$ cat src/design/dbmc_cfg.svh
// Timing constants for the dual bridge motor control block
`ifndef DBMC_CFG_SVH
`define DBMC_CFG_SVH

// Reference clock period, 200 MHz
`define DBMC_CLK_NS 5

// Interval figures in nanoseconds
`define DBMC_OFF_NS 20000
`define DBMC_BLANK_NS 1800
`define DBMC_DEG_NS 2800
`define DBMC_RETRY_NS 1600000
`define DBMC_SLEEP_NS 1000
`define DBMC_WAKE_NS 1000

// Least times round up to whole clock cycles
`define DBMC_CEIL_CYC(ns) (((ns) + `DBMC_CLK_NS - 1) / `DBMC_CLK_NS)
`define DBMC_OFF_CYC `DBMC_CEIL_CYC(`DBMC_OFF_NS)
`define DBMC_FAST_CYC (`DBMC_OFF_CYC / 4)
`define DBMC_BLANK_CYC `DBMC_CEIL_CYC(`DBMC_BLANK_NS)
`define DBMC_DEG_CYC `DBMC_CEIL_CYC(`DBMC_DEG_NS)
`define DBMC_RETRY_CYC `DBMC_CEIL_CYC(`DBMC_RETRY_NS)
`define DBMC_SLEEP_CYC `DBMC_CEIL_CYC(`DBMC_SLEEP_NS)
`define DBMC_WAKE_CYC `DBMC_CEIL_CYC(`DBMC_WAKE_NS)

`endif

$ cat src/design/dbmc_pkg.sv
// Types shared by the dual bridge motor control block
package dbmc_pkg;
  typedef enum logic [1:0] {CMD_COAST, CMD_REV, CMD_FWD, CMD_BRAKE} dbmc_cmd_t;
  typedef enum logic [1:0] {CH_DRIVE, CH_FAST, CH_SLOW, CH_OCP} dbmc_chop_t;
  typedef enum logic [1:0] {PW_WAKING, PW_AWAKE, PW_ENTER, PW_ASLEEP} dbmc_pwr_t;
  typedef struct packed {logic hiz; logic lvl;} dbmc_tri_t;
  typedef struct packed {logic hs1; logic ls1; logic hs2; logic ls2;} dbmc_gates_t;
  typedef struct packed {logic chop_trip; logic near_zero; logic sw_limit;} dbmc_sense_t;
endpackage : dbmc_pkg

$ cat src/design/dbmc_top.sv
// Dual full-bridge control: decode, chopping, decay, protection, sleep
`timescale 1ns/1ps
`include "dbmc_cfg.svh"

// Two-flop synchroniser for pin inputs
module dbmc_sync #(parameter int W = 1) (
  input  wire logic         clk,
  input  wire logic [W-1:0] d,
  output logic      [W-1:0] q
);
  logic [W-1:0] s1_r;
  logic [W-1:0] s2_r;

  // First stage feeds only the second; no reset, so true pin levels are in place at release
  always_ff @(posedge clk) begin
    s1_r <= d;
    s2_r <= s1_r;
  end
  assign q = s2_r;
endmodule : dbmc_sync

// One bridge: command drive, chopping with mixed decay, overcurrent retry
module dbmc_bridge import dbmc_pkg::*; #(parameter int RETRY_CYC = `DBMC_RETRY_CYC) (
  input  wire logic        clk,
  input  wire logic        rst,
  input  wire logic        run,
  input  wire dbmc_cmd_t   cmd,
  input  wire dbmc_sense_t sense,
  output dbmc_gates_t      gates_r,
  output logic             ocp_r
);
  localparam logic [11:0] OFF_C   = 12'(`DBMC_OFF_CYC);
  localparam logic [11:0] FAST_C  = 12'(`DBMC_FAST_CYC);
  localparam logic [11:0] BLANK_C = 12'(`DBMC_BLANK_CYC);
  localparam logic [11:0] DEG_C   = 12'(`DBMC_DEG_CYC);
  localparam logic [18:0] RTY_C   = 19'(RETRY_CYC);

  dbmc_chop_t  st_r, st_nxt;
  logic [11:0] tmr_r, tmr_nxt;
  logic [11:0] deg_r, deg_nxt;
  logic [18:0] rty_r, rty_nxt;
  logic        fwd_r, fwd_nxt;
  logic        nz_r, nz_nxt;
  dbmc_gates_t gates_nxt;
  logic        drive;

  assign drive = (cmd == CMD_FWD) || (cmd == CMD_REV);

  // Chopping sequence and overcurrent filter
  always_comb begin
    st_nxt  = st_r;
    tmr_nxt = tmr_r + 12'h001;
    rty_nxt = rty_r + 19'h00001;
    fwd_nxt = fwd_r;
    nz_nxt  = nz_r;
    deg_nxt = sense.sw_limit ? deg_r + 12'h001 : 12'h000;
    unique case (st_r)
      CH_DRIVE: begin
        if (!drive || !run) begin
          tmr_nxt = 12'h000;
        end else if (tmr_r < BLANK_C) begin
          tmr_nxt = tmr_r + 12'h001;
        end else if (sense.chop_trip) begin
          st_nxt  = CH_FAST;
          tmr_nxt = 12'h000;
          fwd_nxt = (cmd == CMD_FWD);
          nz_nxt  = 1'b0;
        end else begin
          tmr_nxt = tmr_r;
        end
      end
      CH_FAST: begin
        if (sense.near_zero) begin
          nz_nxt = 1'b1;
        end
        if (tmr_r == FAST_C - 12'h001) begin
          st_nxt = CH_SLOW;
        end
      end
      CH_SLOW: begin
        if (tmr_r == OFF_C - 12'h001) begin
          st_nxt  = CH_DRIVE;
          tmr_nxt = 12'h000;
        end
      end
      CH_OCP: begin
        if (rty_r == RTY_C - 19'h00001) begin
          st_nxt  = CH_DRIVE;
          tmr_nxt = 12'h000;
        end
      end
    endcase
    if (st_r != CH_OCP && !run) begin
      st_nxt  = CH_DRIVE;
      tmr_nxt = 12'h000;
    end
    if (st_r != CH_OCP && sense.sw_limit && deg_r == DEG_C - 12'h001) begin
      st_nxt  = CH_OCP;
      rty_nxt = 19'h00000;
      deg_nxt = 12'h000;
    end
  end

  // Switch pattern for the current phase
  always_comb begin
    gates_nxt = '0;
    if (run || st_r == CH_OCP) begin
      unique case (st_r)
        CH_DRIVE: begin
          unique case (cmd)
            CMD_FWD:   gates_nxt = '{hs1: 1'b1, ls1: 1'b0, hs2: 1'b0, ls2: 1'b1};
            CMD_REV:   gates_nxt = '{hs1: 1'b0, ls1: 1'b1, hs2: 1'b1, ls2: 1'b0};
            CMD_BRAKE: gates_nxt = '{hs1: 1'b0, ls1: 1'b1, hs2: 1'b0, ls2: 1'b1};
            CMD_COAST: gates_nxt = '0;
          endcase
        end
        CH_FAST: begin
          if (!nz_r && !sense.near_zero) begin
            gates_nxt = fwd_r ? '{hs1: 1'b0, ls1: 1'b1, hs2: 1'b1, ls2: 1'b0}
                              : '{hs1: 1'b1, ls1: 1'b0, hs2: 1'b0, ls2: 1'b1};
          end
        end
        CH_SLOW: gates_nxt = '{hs1: 1'b0, ls1: 1'b1, hs2: 1'b0, ls2: 1'b1};
        CH_OCP:  gates_nxt = '0;
      endcase
    end
    // Switches go dark on the very edge that takes the overcurrent event
    if (st_nxt == CH_OCP) gates_nxt = '0;
  end

  // Bridge state registers
  always_ff @(posedge clk) begin
    if (rst) begin
      st_r    <= CH_DRIVE;
      tmr_r   <= 12'h000;
      deg_r   <= 12'h000;
      rty_r   <= 19'h00000;
      fwd_r   <= 1'b0;
      nz_r    <= 1'b0;
      gates_r <= '0;
      ocp_r   <= 1'b0;
    end else begin
      st_r    <= st_nxt;
      tmr_r   <= tmr_nxt;
      deg_r   <= deg_nxt;
      rty_r   <= rty_nxt;
      fwd_r   <= fwd_nxt;
      nz_r    <= nz_nxt;
      gates_r <= gates_nxt;
      ocp_r   <= (st_nxt == CH_OCP);
    end
  end
endmodule : dbmc_bridge

// Function
// - Inputs 00 coast, 01 reverse, 10 forward, 11 brake on each bridge.
// - A floating bridge A input outside parallel mode holds its previous outputs.
// - Parallel mode latched when both A inputs float at power-up or wake.
// - In parallel mode the B input pair drives both bridges together.
// - Parallel mode ends only after A inputs are driven at power-up or wake.
// - Chopping threshold reached stops drive for a fixed off-time.
// - Sense comparator ignored for a blanking interval after drive starts.
// - Threshold compares sense voltage against reference divided by 6.6.
// - Off-time is 25% fast decay then 75% slow decay.
// - Fast decay turns on opposite drivers; near-zero current disables the bridge.
// - Slow decay turns on both low-side switches.
// - Persistent switch over-limit past deglitch disables the bridge and pulls fault low.
// - After overcurrent the bridge waits the retry time, then resumes and releases fault.
// - Overcurrent is per bridge, any switch, independent of chopping sense.
// - Over-temperature disables switches, pulls fault; recovery resumes then releases fault.
// - Undervoltage resets all logic and holds fault low until supply recovers.
// - Fault indication is unlatched and clears itself on recovery.
// - Sleep low, after entry delay, disables regulator and floats all outputs.
// - Sleep high wakes the device; outputs follow inputs after a wake delay.
// - Chopping off-time is 20 microseconds.
// - Blanking interval is 1.8 microseconds.
// - Overcurrent deglitch time is 2.8 microseconds.
// - Overcurrent retry interval is 1.6 milliseconds.
module dbmc_top import dbmc_pkg::*; #(parameter int RETRY_CYC = `DBMC_RETRY_CYC) (
  input  wire logic        CORE_CLK,
  input  wire logic        RESET,
  input  wire dbmc_tri_t   BRIDGE_A_CTRL_FIRST,
  input  wire dbmc_tri_t   BRIDGE_A_CTRL_SECOND,
  input  wire logic        BRIDGE_B_CTRL_FIRST,
  input  wire logic        BRIDGE_B_CTRL_SECOND,
  input  wire logic        SLEEP_REQUEST_N,
  input  wire logic        SUPPLY_LOW,
  input  wire logic        OVER_TEMP,
  input  wire dbmc_sense_t BRIDGE_A_SENSE,
  input  wire dbmc_sense_t BRIDGE_B_SENSE,
  output dbmc_gates_t      BRIDGE_A_GATES,
  output dbmc_gates_t      BRIDGE_B_GATES,
  output logic             FAULT_FLAG_N,
  output logic             REGULATOR_EN,
  output logic             PARALLEL_MODE
);
  localparam logic [11:0] SLEEP_C = 12'(`DBMC_SLEEP_CYC);
  localparam logic [11:0] WAKE_C  = 12'(`DBMC_WAKE_CYC);

  logic [14:0] raw, syn;
  dbmc_tri_t   a1_s, a2_s;
  dbmc_sense_t sa_s, sb_s;
  logic        b1_s, b2_s, sl_s, uv_s, ot_s, rst_i, run, wake_evt;
  logic        ocp_a, ocp_b, uv_d_r, ot_d_r;
  dbmc_pwr_t   pw_r, pw_nxt;
  logic [11:0] cnt_r, cnt_nxt;
  dbmc_cmd_t   cmd_b, cmd_a_r, cmd_a_nxt, cmd_bridge_b;
  logic        par_r, par_nxt, por_r;
  logic        fault_nxt, reg_nxt;

  // All pin inputs except RESET pass two flops before use
  assign raw = {BRIDGE_A_CTRL_FIRST, BRIDGE_A_CTRL_SECOND, BRIDGE_B_CTRL_FIRST,
                BRIDGE_B_CTRL_SECOND, SLEEP_REQUEST_N, SUPPLY_LOW, OVER_TEMP,
                BRIDGE_A_SENSE, BRIDGE_B_SENSE};
  dbmc_sync #(.W(15)) u_sync (.clk(CORE_CLK), .d(raw), .q(syn));
  assign {a1_s, a2_s, b1_s, b2_s, sl_s, uv_s, ot_s, sa_s, sb_s} = syn;

  // Undervoltage acts as a reset of all internal logic except the input synchroniser and the fault and regulator output registers
  assign rst_i = RESET | uv_s;

  // Sleep entry and wake sequencing
  always_comb begin
    pw_nxt   = pw_r;
    wake_evt = 1'b0;
    unique case (pw_r)
      PW_WAKING: begin
        if (!sl_s) pw_nxt = PW_ENTER;
        else if (cnt_r == WAKE_C - 12'h001) pw_nxt = PW_AWAKE;
      end
      PW_AWAKE: if (!sl_s) pw_nxt = PW_ENTER;
      PW_ENTER: begin
        if (sl_s) pw_nxt = PW_AWAKE;
        else if (cnt_r == SLEEP_C - 12'h001) pw_nxt = PW_ASLEEP;
      end
      PW_ASLEEP: begin
        if (sl_s) begin
          pw_nxt   = PW_WAKING;
          wake_evt = 1'b1;
        end
      end
    endcase
    cnt_nxt = (pw_nxt != pw_r) ? 12'h000 : cnt_r + 12'h001;
  end

  // Parallel mode latch and bridge A command hold
  assign cmd_b = dbmc_cmd_t'({b1_s, b2_s});
  always_comb begin
    par_nxt = (por_r || wake_evt) ? (a1_s.hiz && a2_s.hiz) : par_r;
    if (par_r) begin
      cmd_a_nxt = cmd_b;
    end else if (a1_s.hiz || a2_s.hiz) begin
      cmd_a_nxt = cmd_a_r;
    end else begin
      cmd_a_nxt = dbmc_cmd_t'({a1_s.lvl, a2_s.lvl});
    end
  end
  assign cmd_bridge_b = cmd_b;

  // Bridges run only when awake and cool
  assign run = (pw_r == PW_AWAKE || pw_r == PW_ENTER) && !ot_s;

  // Unlatched fault and regulator enable
  assign fault_nxt = !(uv_s || uv_d_r || ot_s || ot_d_r || ocp_a || ocp_b);
  assign reg_nxt   = (pw_r != PW_ASLEEP) && !uv_s;

  // Internal state, cleared by undervoltage too
  always_ff @(posedge CORE_CLK) begin
    if (rst_i) begin
      pw_r    <= PW_WAKING;
      cnt_r   <= 12'h000;
      par_r   <= 1'b0;
      por_r   <= 1'b1;
      cmd_a_r <= CMD_COAST;
    end else begin
      pw_r    <= pw_nxt;
      cnt_r   <= cnt_nxt;
      par_r   <= par_nxt;
      por_r   <= 1'b0;
      cmd_a_r <= cmd_a_nxt;
    end
  end

  // Fault and regulator outputs, kept alive through undervoltage
  always_ff @(posedge CORE_CLK) begin
    if (RESET) begin
      uv_d_r       <= 1'b0;
      ot_d_r       <= 1'b0;
      FAULT_FLAG_N <= 1'b1;
      REGULATOR_EN <= 1'b0;
    end else begin
      uv_d_r       <= uv_s;
      ot_d_r       <= ot_s;
      FAULT_FLAG_N <= fault_nxt;
      REGULATOR_EN <= reg_nxt;
    end
  end
  assign PARALLEL_MODE = par_r;

  dbmc_bridge #(.RETRY_CYC(RETRY_CYC)) u_br_a (.clk(CORE_CLK), .rst(rst_i), .run(run),
    .cmd(cmd_a_r), .sense(sa_s), .gates_r(BRIDGE_A_GATES), .ocp_r(ocp_a));
  dbmc_bridge #(.RETRY_CYC(RETRY_CYC)) u_br_b (.clk(CORE_CLK), .rst(rst_i), .run(run),
    .cmd(cmd_bridge_b), .sense(sb_s), .gates_r(BRIDGE_B_GATES), .ocp_r(ocp_b));
endmodule : dbmc_top

$ cat config.mk
export PLATFORM = sky130hd
export DESIGN_NAME = dbmc_top
export DESIGN_NICKNAME = d
export VERILOG_FILES = /design/src/design/dbmc_pkg.sv /design/src/design/dbmc_top.sv
export VERILOG_INCLUDE_DIRS = /design/src /design/src/design
export SDC_FILE = /design/constraint.sdc
export NUM_CORES = 1
export LEC_CHECK = 0
export ABC_AREA = 1
export BUFFER_PORTS_ARGS = -buffer_cell sky130_fd_sc_hd__buf_2
export CAP_MARGIN = 25
export CORE_UTILIZATION = 50
export DETAILED_ROUTE_END_ITERATION = 12
export GPL_TIMING_DRIVEN = 1
export MAX_ROUTING_LAYER = met4
export PLACE_DENSITY_LB_ADDON = 0.2
export REMOVE_ABC_BUFFERS = 1
export SYNTH_ARGS = -nofsm -noshare
export SYNTH_HDL_FRONTEND = slang
export SYNTH_SLANG_ARGS = --single-unit
$ cat constraint.sdc
create_clock -name CORE_CLK -period 1.8 [get_ports CORE_CLK]
set_input_delay 0.45 -clock CORE_CLK [delete_from_list [all_inputs] [get_ports CORE_CLK]]
set_output_delay 0.45 -clock CORE_CLK [all_outputs]
set_load 0.01 [all_outputs]
==> impl_metrics.toml <==
[status]
status = "finished, final reports clean"

[flow_run]
cap_violations = 0

[drt]
final_antenna_net_count = 0
num_vias = 5935
wl_um = 13540
drc = 0
drt-initial-drc-count = 308
drt-vias-per-instance = 4.909
wl_per_cell_um = 11.20
first_pass_iters = 5

[die]
start_util_pct = 51.53
core_area_um2 = 13930
die_y_um = 121.8
dieArea_um2 = 14850
boundaryPins = 28
die_x_um = 121.8
rows = 43

[global_routing]
grt_pass1_wl_um = 22840
track_usage_pct = 19.68
grt_pass1_vias = 5335
grt_max_degree = 20
gr-total-overflow = 0
antenna_found_initial = 0

[synth]
synth_compound_area_share_pct = 6.621
synth_commonest_cells = "dfxtp_1 (156), nand2_1 (155), nor2_1 (129)"
yosysTopAreaCell = "dfxtp_1"
yosys.area_share.xor_xnor_pct = 4.757
ys.flop_type = "dfxtp_1"
synth_top_area_share_pct = 43.49
synth-simple-area-share_pct = 33.77
seq_area_frac_synth_pct = 43.49
yosys.cell_types.count = 46
synth_most_common_cell = "dfxtp_1"
synth_top_family_by_area = "simple AND/OR/NAND/NOR gates"
async_flop_share_pct = 0
yosys_warnings = 0
synth_edf_count = 0
netlist_area_um2 = 7181
synthAdderAreaFrac_pct = 2.962
avgSynthCellArea_um2 = 7.631
ys_seq_elements = 156
muxShareOfSynthArea_pct = 0
synth_cells = 941
synth_area_leaders = "dfxtp_1 (43%), nand2_1 (8.1%), nor2_1 (6.7%)"

[clocking]
insertion_delay_ns = 0.42
tritoncts = "done"
cts_sinks = 156
postCtsHoldBufs = 0
clock_path_buffers = 2
clk_pin_slew_ns = 0.06
h-tree-depth = 4
root_buffer = "clkbuf_16"
numCtsBuffers = 17

[critical_path]
r2r-end = "cnt_r[2]$_SDFF_PP0_"
ff2ff_path_depth = 13
r2r-start = "pw_r[0]$_SDFF_PP0_"
cp.required_ns = 2.10
r2r_setup_slack_ns = 0.05
crit_path_max_fanout = 6
startpoint_type = "flop"
crit_arrival_ns = 2.05
crit_type = "flop to flop"
crit_path_end_kind = "flop"

[power_and_ir_drop]
ir_drop_mv = 0.6629
power_density_nw_per_um2 = 861.7
leakage_uw = 0.003365
p_total_uw = 7309

[sta]
fmax_mhz = 571.8
fin_crit_ns = 1.749
drv_slew = 0
holdWs_ns = 0.1319
fin_crit_sh_pct = 97.17
setup_viol = 0
rsz0062_at_grt = "true"
final_hold_viol_count = 0
timing.slew.headroom_pct = 67.72
skew_ns = 0.007672
max_slew.worst_pin.slew_ns = 0.4798
worst_slack_ns = 0.05102

[worst_hold_path]
hold_class = "primary input to flop"
hold_path_end = "u_sync.s1_r[2]$_DFF_P_"
hold_depth = 1
hold_start = "BRIDGE_B_SENSE[2]"

[place]
place_ws_ns = -0.07780
io_buffer_count = 27
post-dp-hpwl_um = 9751
gp_congestion = 0.8637

[final_layout]
n_antenna_cell = 0
area_growth_pct = 18.12
layout-drive-gt1-share_pct = 20.02
final_nets = 1050
## kinds of logic after synthesis
logic type | count (synthesis)
AND/OR/NAND/NOR | 495
flip-flops | 156
buffers and inverters | 150
AO/OA/AOI/OAI | 84
XOR/XNOR | 39
adder cells (fa/ha/maj) | 17
## critical path, cell delays in order, from the launching register on
cell and delay (ns):
dfxtp_2 0.33, buf_4 0.14, ha_2 0.20, nor2_4 0.09, inv_2 0.05, a22oi_2 0.18
inv_1 0.07, o21ai_1 0.13, inv_1 0.05, nand2_1 0.05, inv_1 0.04, nand2_2 0.11
clkbuf_16 0.17, nor2_2 0.03
## metrics by stage
step	setup TNS (ns)	area [µm²]	util, %	instances
after global placement	-0.03203	7764	55.72	1173
final	0	8482	60.87	1209
after CTS	0	8387	60.19	1206
after global routing	-0.8248	8482	60.87	1209
after floorplan	-0.06395	7103	-	931
after detailed placement	-0.6621	7764	55.72	1173
## cell type report
| cell class | count | area (µm²) |
|---|---|---|
| fill | 1279 | 5453 |
| clock inverter | 9 | 137.6 |
| tap | 180 | 225.2 |
| timing repair buffer | 66 | 483.0 |
| clock buffer | 23 | 447.9 |
| inverter | 140 | 525.5 |
| multi-input combinational | 635 | 3533 |
| sequential | 156 | 3129 |
## repair_timing
item,in CTS,in global routing
setup endpoints to repair,40,42
cloned,0,1
buffers inserted,1,2
gates resized for setup,9,21
pin swaps,6,12
## how the worst max path moves through the flow
stage / from / endpoint / slack (ns) / depth (start not counted)
after floorplan: pw_r[1]$_SDFF_PP0_ / u_br_b.tmr_r[1]$_SDFFE_PP0P_ / -0.06 / 10
after global placement: pw_r[1]$_SDFF_PP0_ / u_br_a.tmr_r[10]$_SDFFE_PP0P_ / -0.01 / 11
after detailed placement: pw_r[0]$_SDFF_PP0_ / u_br_a.gates_r[3]$_SDFF_PP0_ / -0.08 / 15
after CTS: pw_r[0]$_SDFF_PP0_ / cnt_r[0]$_SDFF_PP0_ / 0.006 / 13
after global routing: pw_r[0]$_SDFF_PP0_ / u_br_a.gates_r[3]$_SDFF_PP0_ / -0.09 / 15
final: pw_r[0]$_SDFF_PP0_ / cnt_r[2]$_SDFF_PP0_ / 0.05 / 13
## placed cells by master (no fill, tap or decap), types with 6 or more instances in the layout
| cell | Yosys | final |
|---|---|---|
| o21ai_0 | 16 | 15 |
| nor3_2 | 5 | 6 |
| nand3_1 | 66 | 64 |
| a21oi_1 | 46 | 46 |
| nand3_2 | 7 | 9 |
| ha_1 | 17 | 13 |
| o21ai_1 | 6 | 7 |
| clkbuf_16 | 0 | 18 |
| nand2_2 | 13 | 14 |
| nor2_4 | 7 | 10 |
| inv_2 | 14 | 21 |
| nor2_1 | 129 | 127 |
| nor3_1 | 33 | 32 |
| inv_1 | 126 | 119 |
| buf_4 | 4 | 35 |
| nand4_1 | 26 | 26 |
| dfxtp_1 | 156 | 151 |
| clkbuf_1 | 1 | 6 |
| xor2_1 | 29 | 29 |
| nor2_2 | 29 | 28 |
| xnor2_1 | 10 | 10 |
| nand2_1 | 155 | 153 |
| buf_2 | 2 | 27 |
## metal layers
layer	global-route usage (%)	up-vias	share of wire, %	wire [µm]
met2	31.46	85	47	6320
met3	4.401	8	3.5	480
li1	-	3164	-	-
met4	6.019	0	0.97	131
met1	24.66	2678	49	6610
met5	-	-	0	0
## flip-flops by register name (all words and copies together), names as in the netlist, 2 cells and up
| name | flops |
|---|---|
| u_br_b.deg_r | 12 |
| u_br_b.rty_r | 19 |
| u_br_a.gates_r | 4 |
| cmd_a_r | 2 |
| u_sync.q | 15 |
| u_br_a.st_r | 2 |
| u_br_a.tmr_r | 12 |
| u_sync.s1_r | 15 |
| u_br_b.tmr_r | 12 |
| u_br_a.deg_r | 12 |
| cnt_r | 12 |
| u_br_b.st_r | 2 |
| u_br_a.rty_r | 19 |
| u_br_b.gates_r | 4 |
| pw_r | 2 |
## report_power, final
part / internal, µW / switching, µW / leakage (µW)
combinational: 101 / 121 / 0.00182
clock: 2190 / 1360 / 0.000268
sequential: 3510 / 28.4 / 0.00127
total: 5800 / 1510 / 0.00337
No activity file was read; power rests on OpenSTA's default activity.
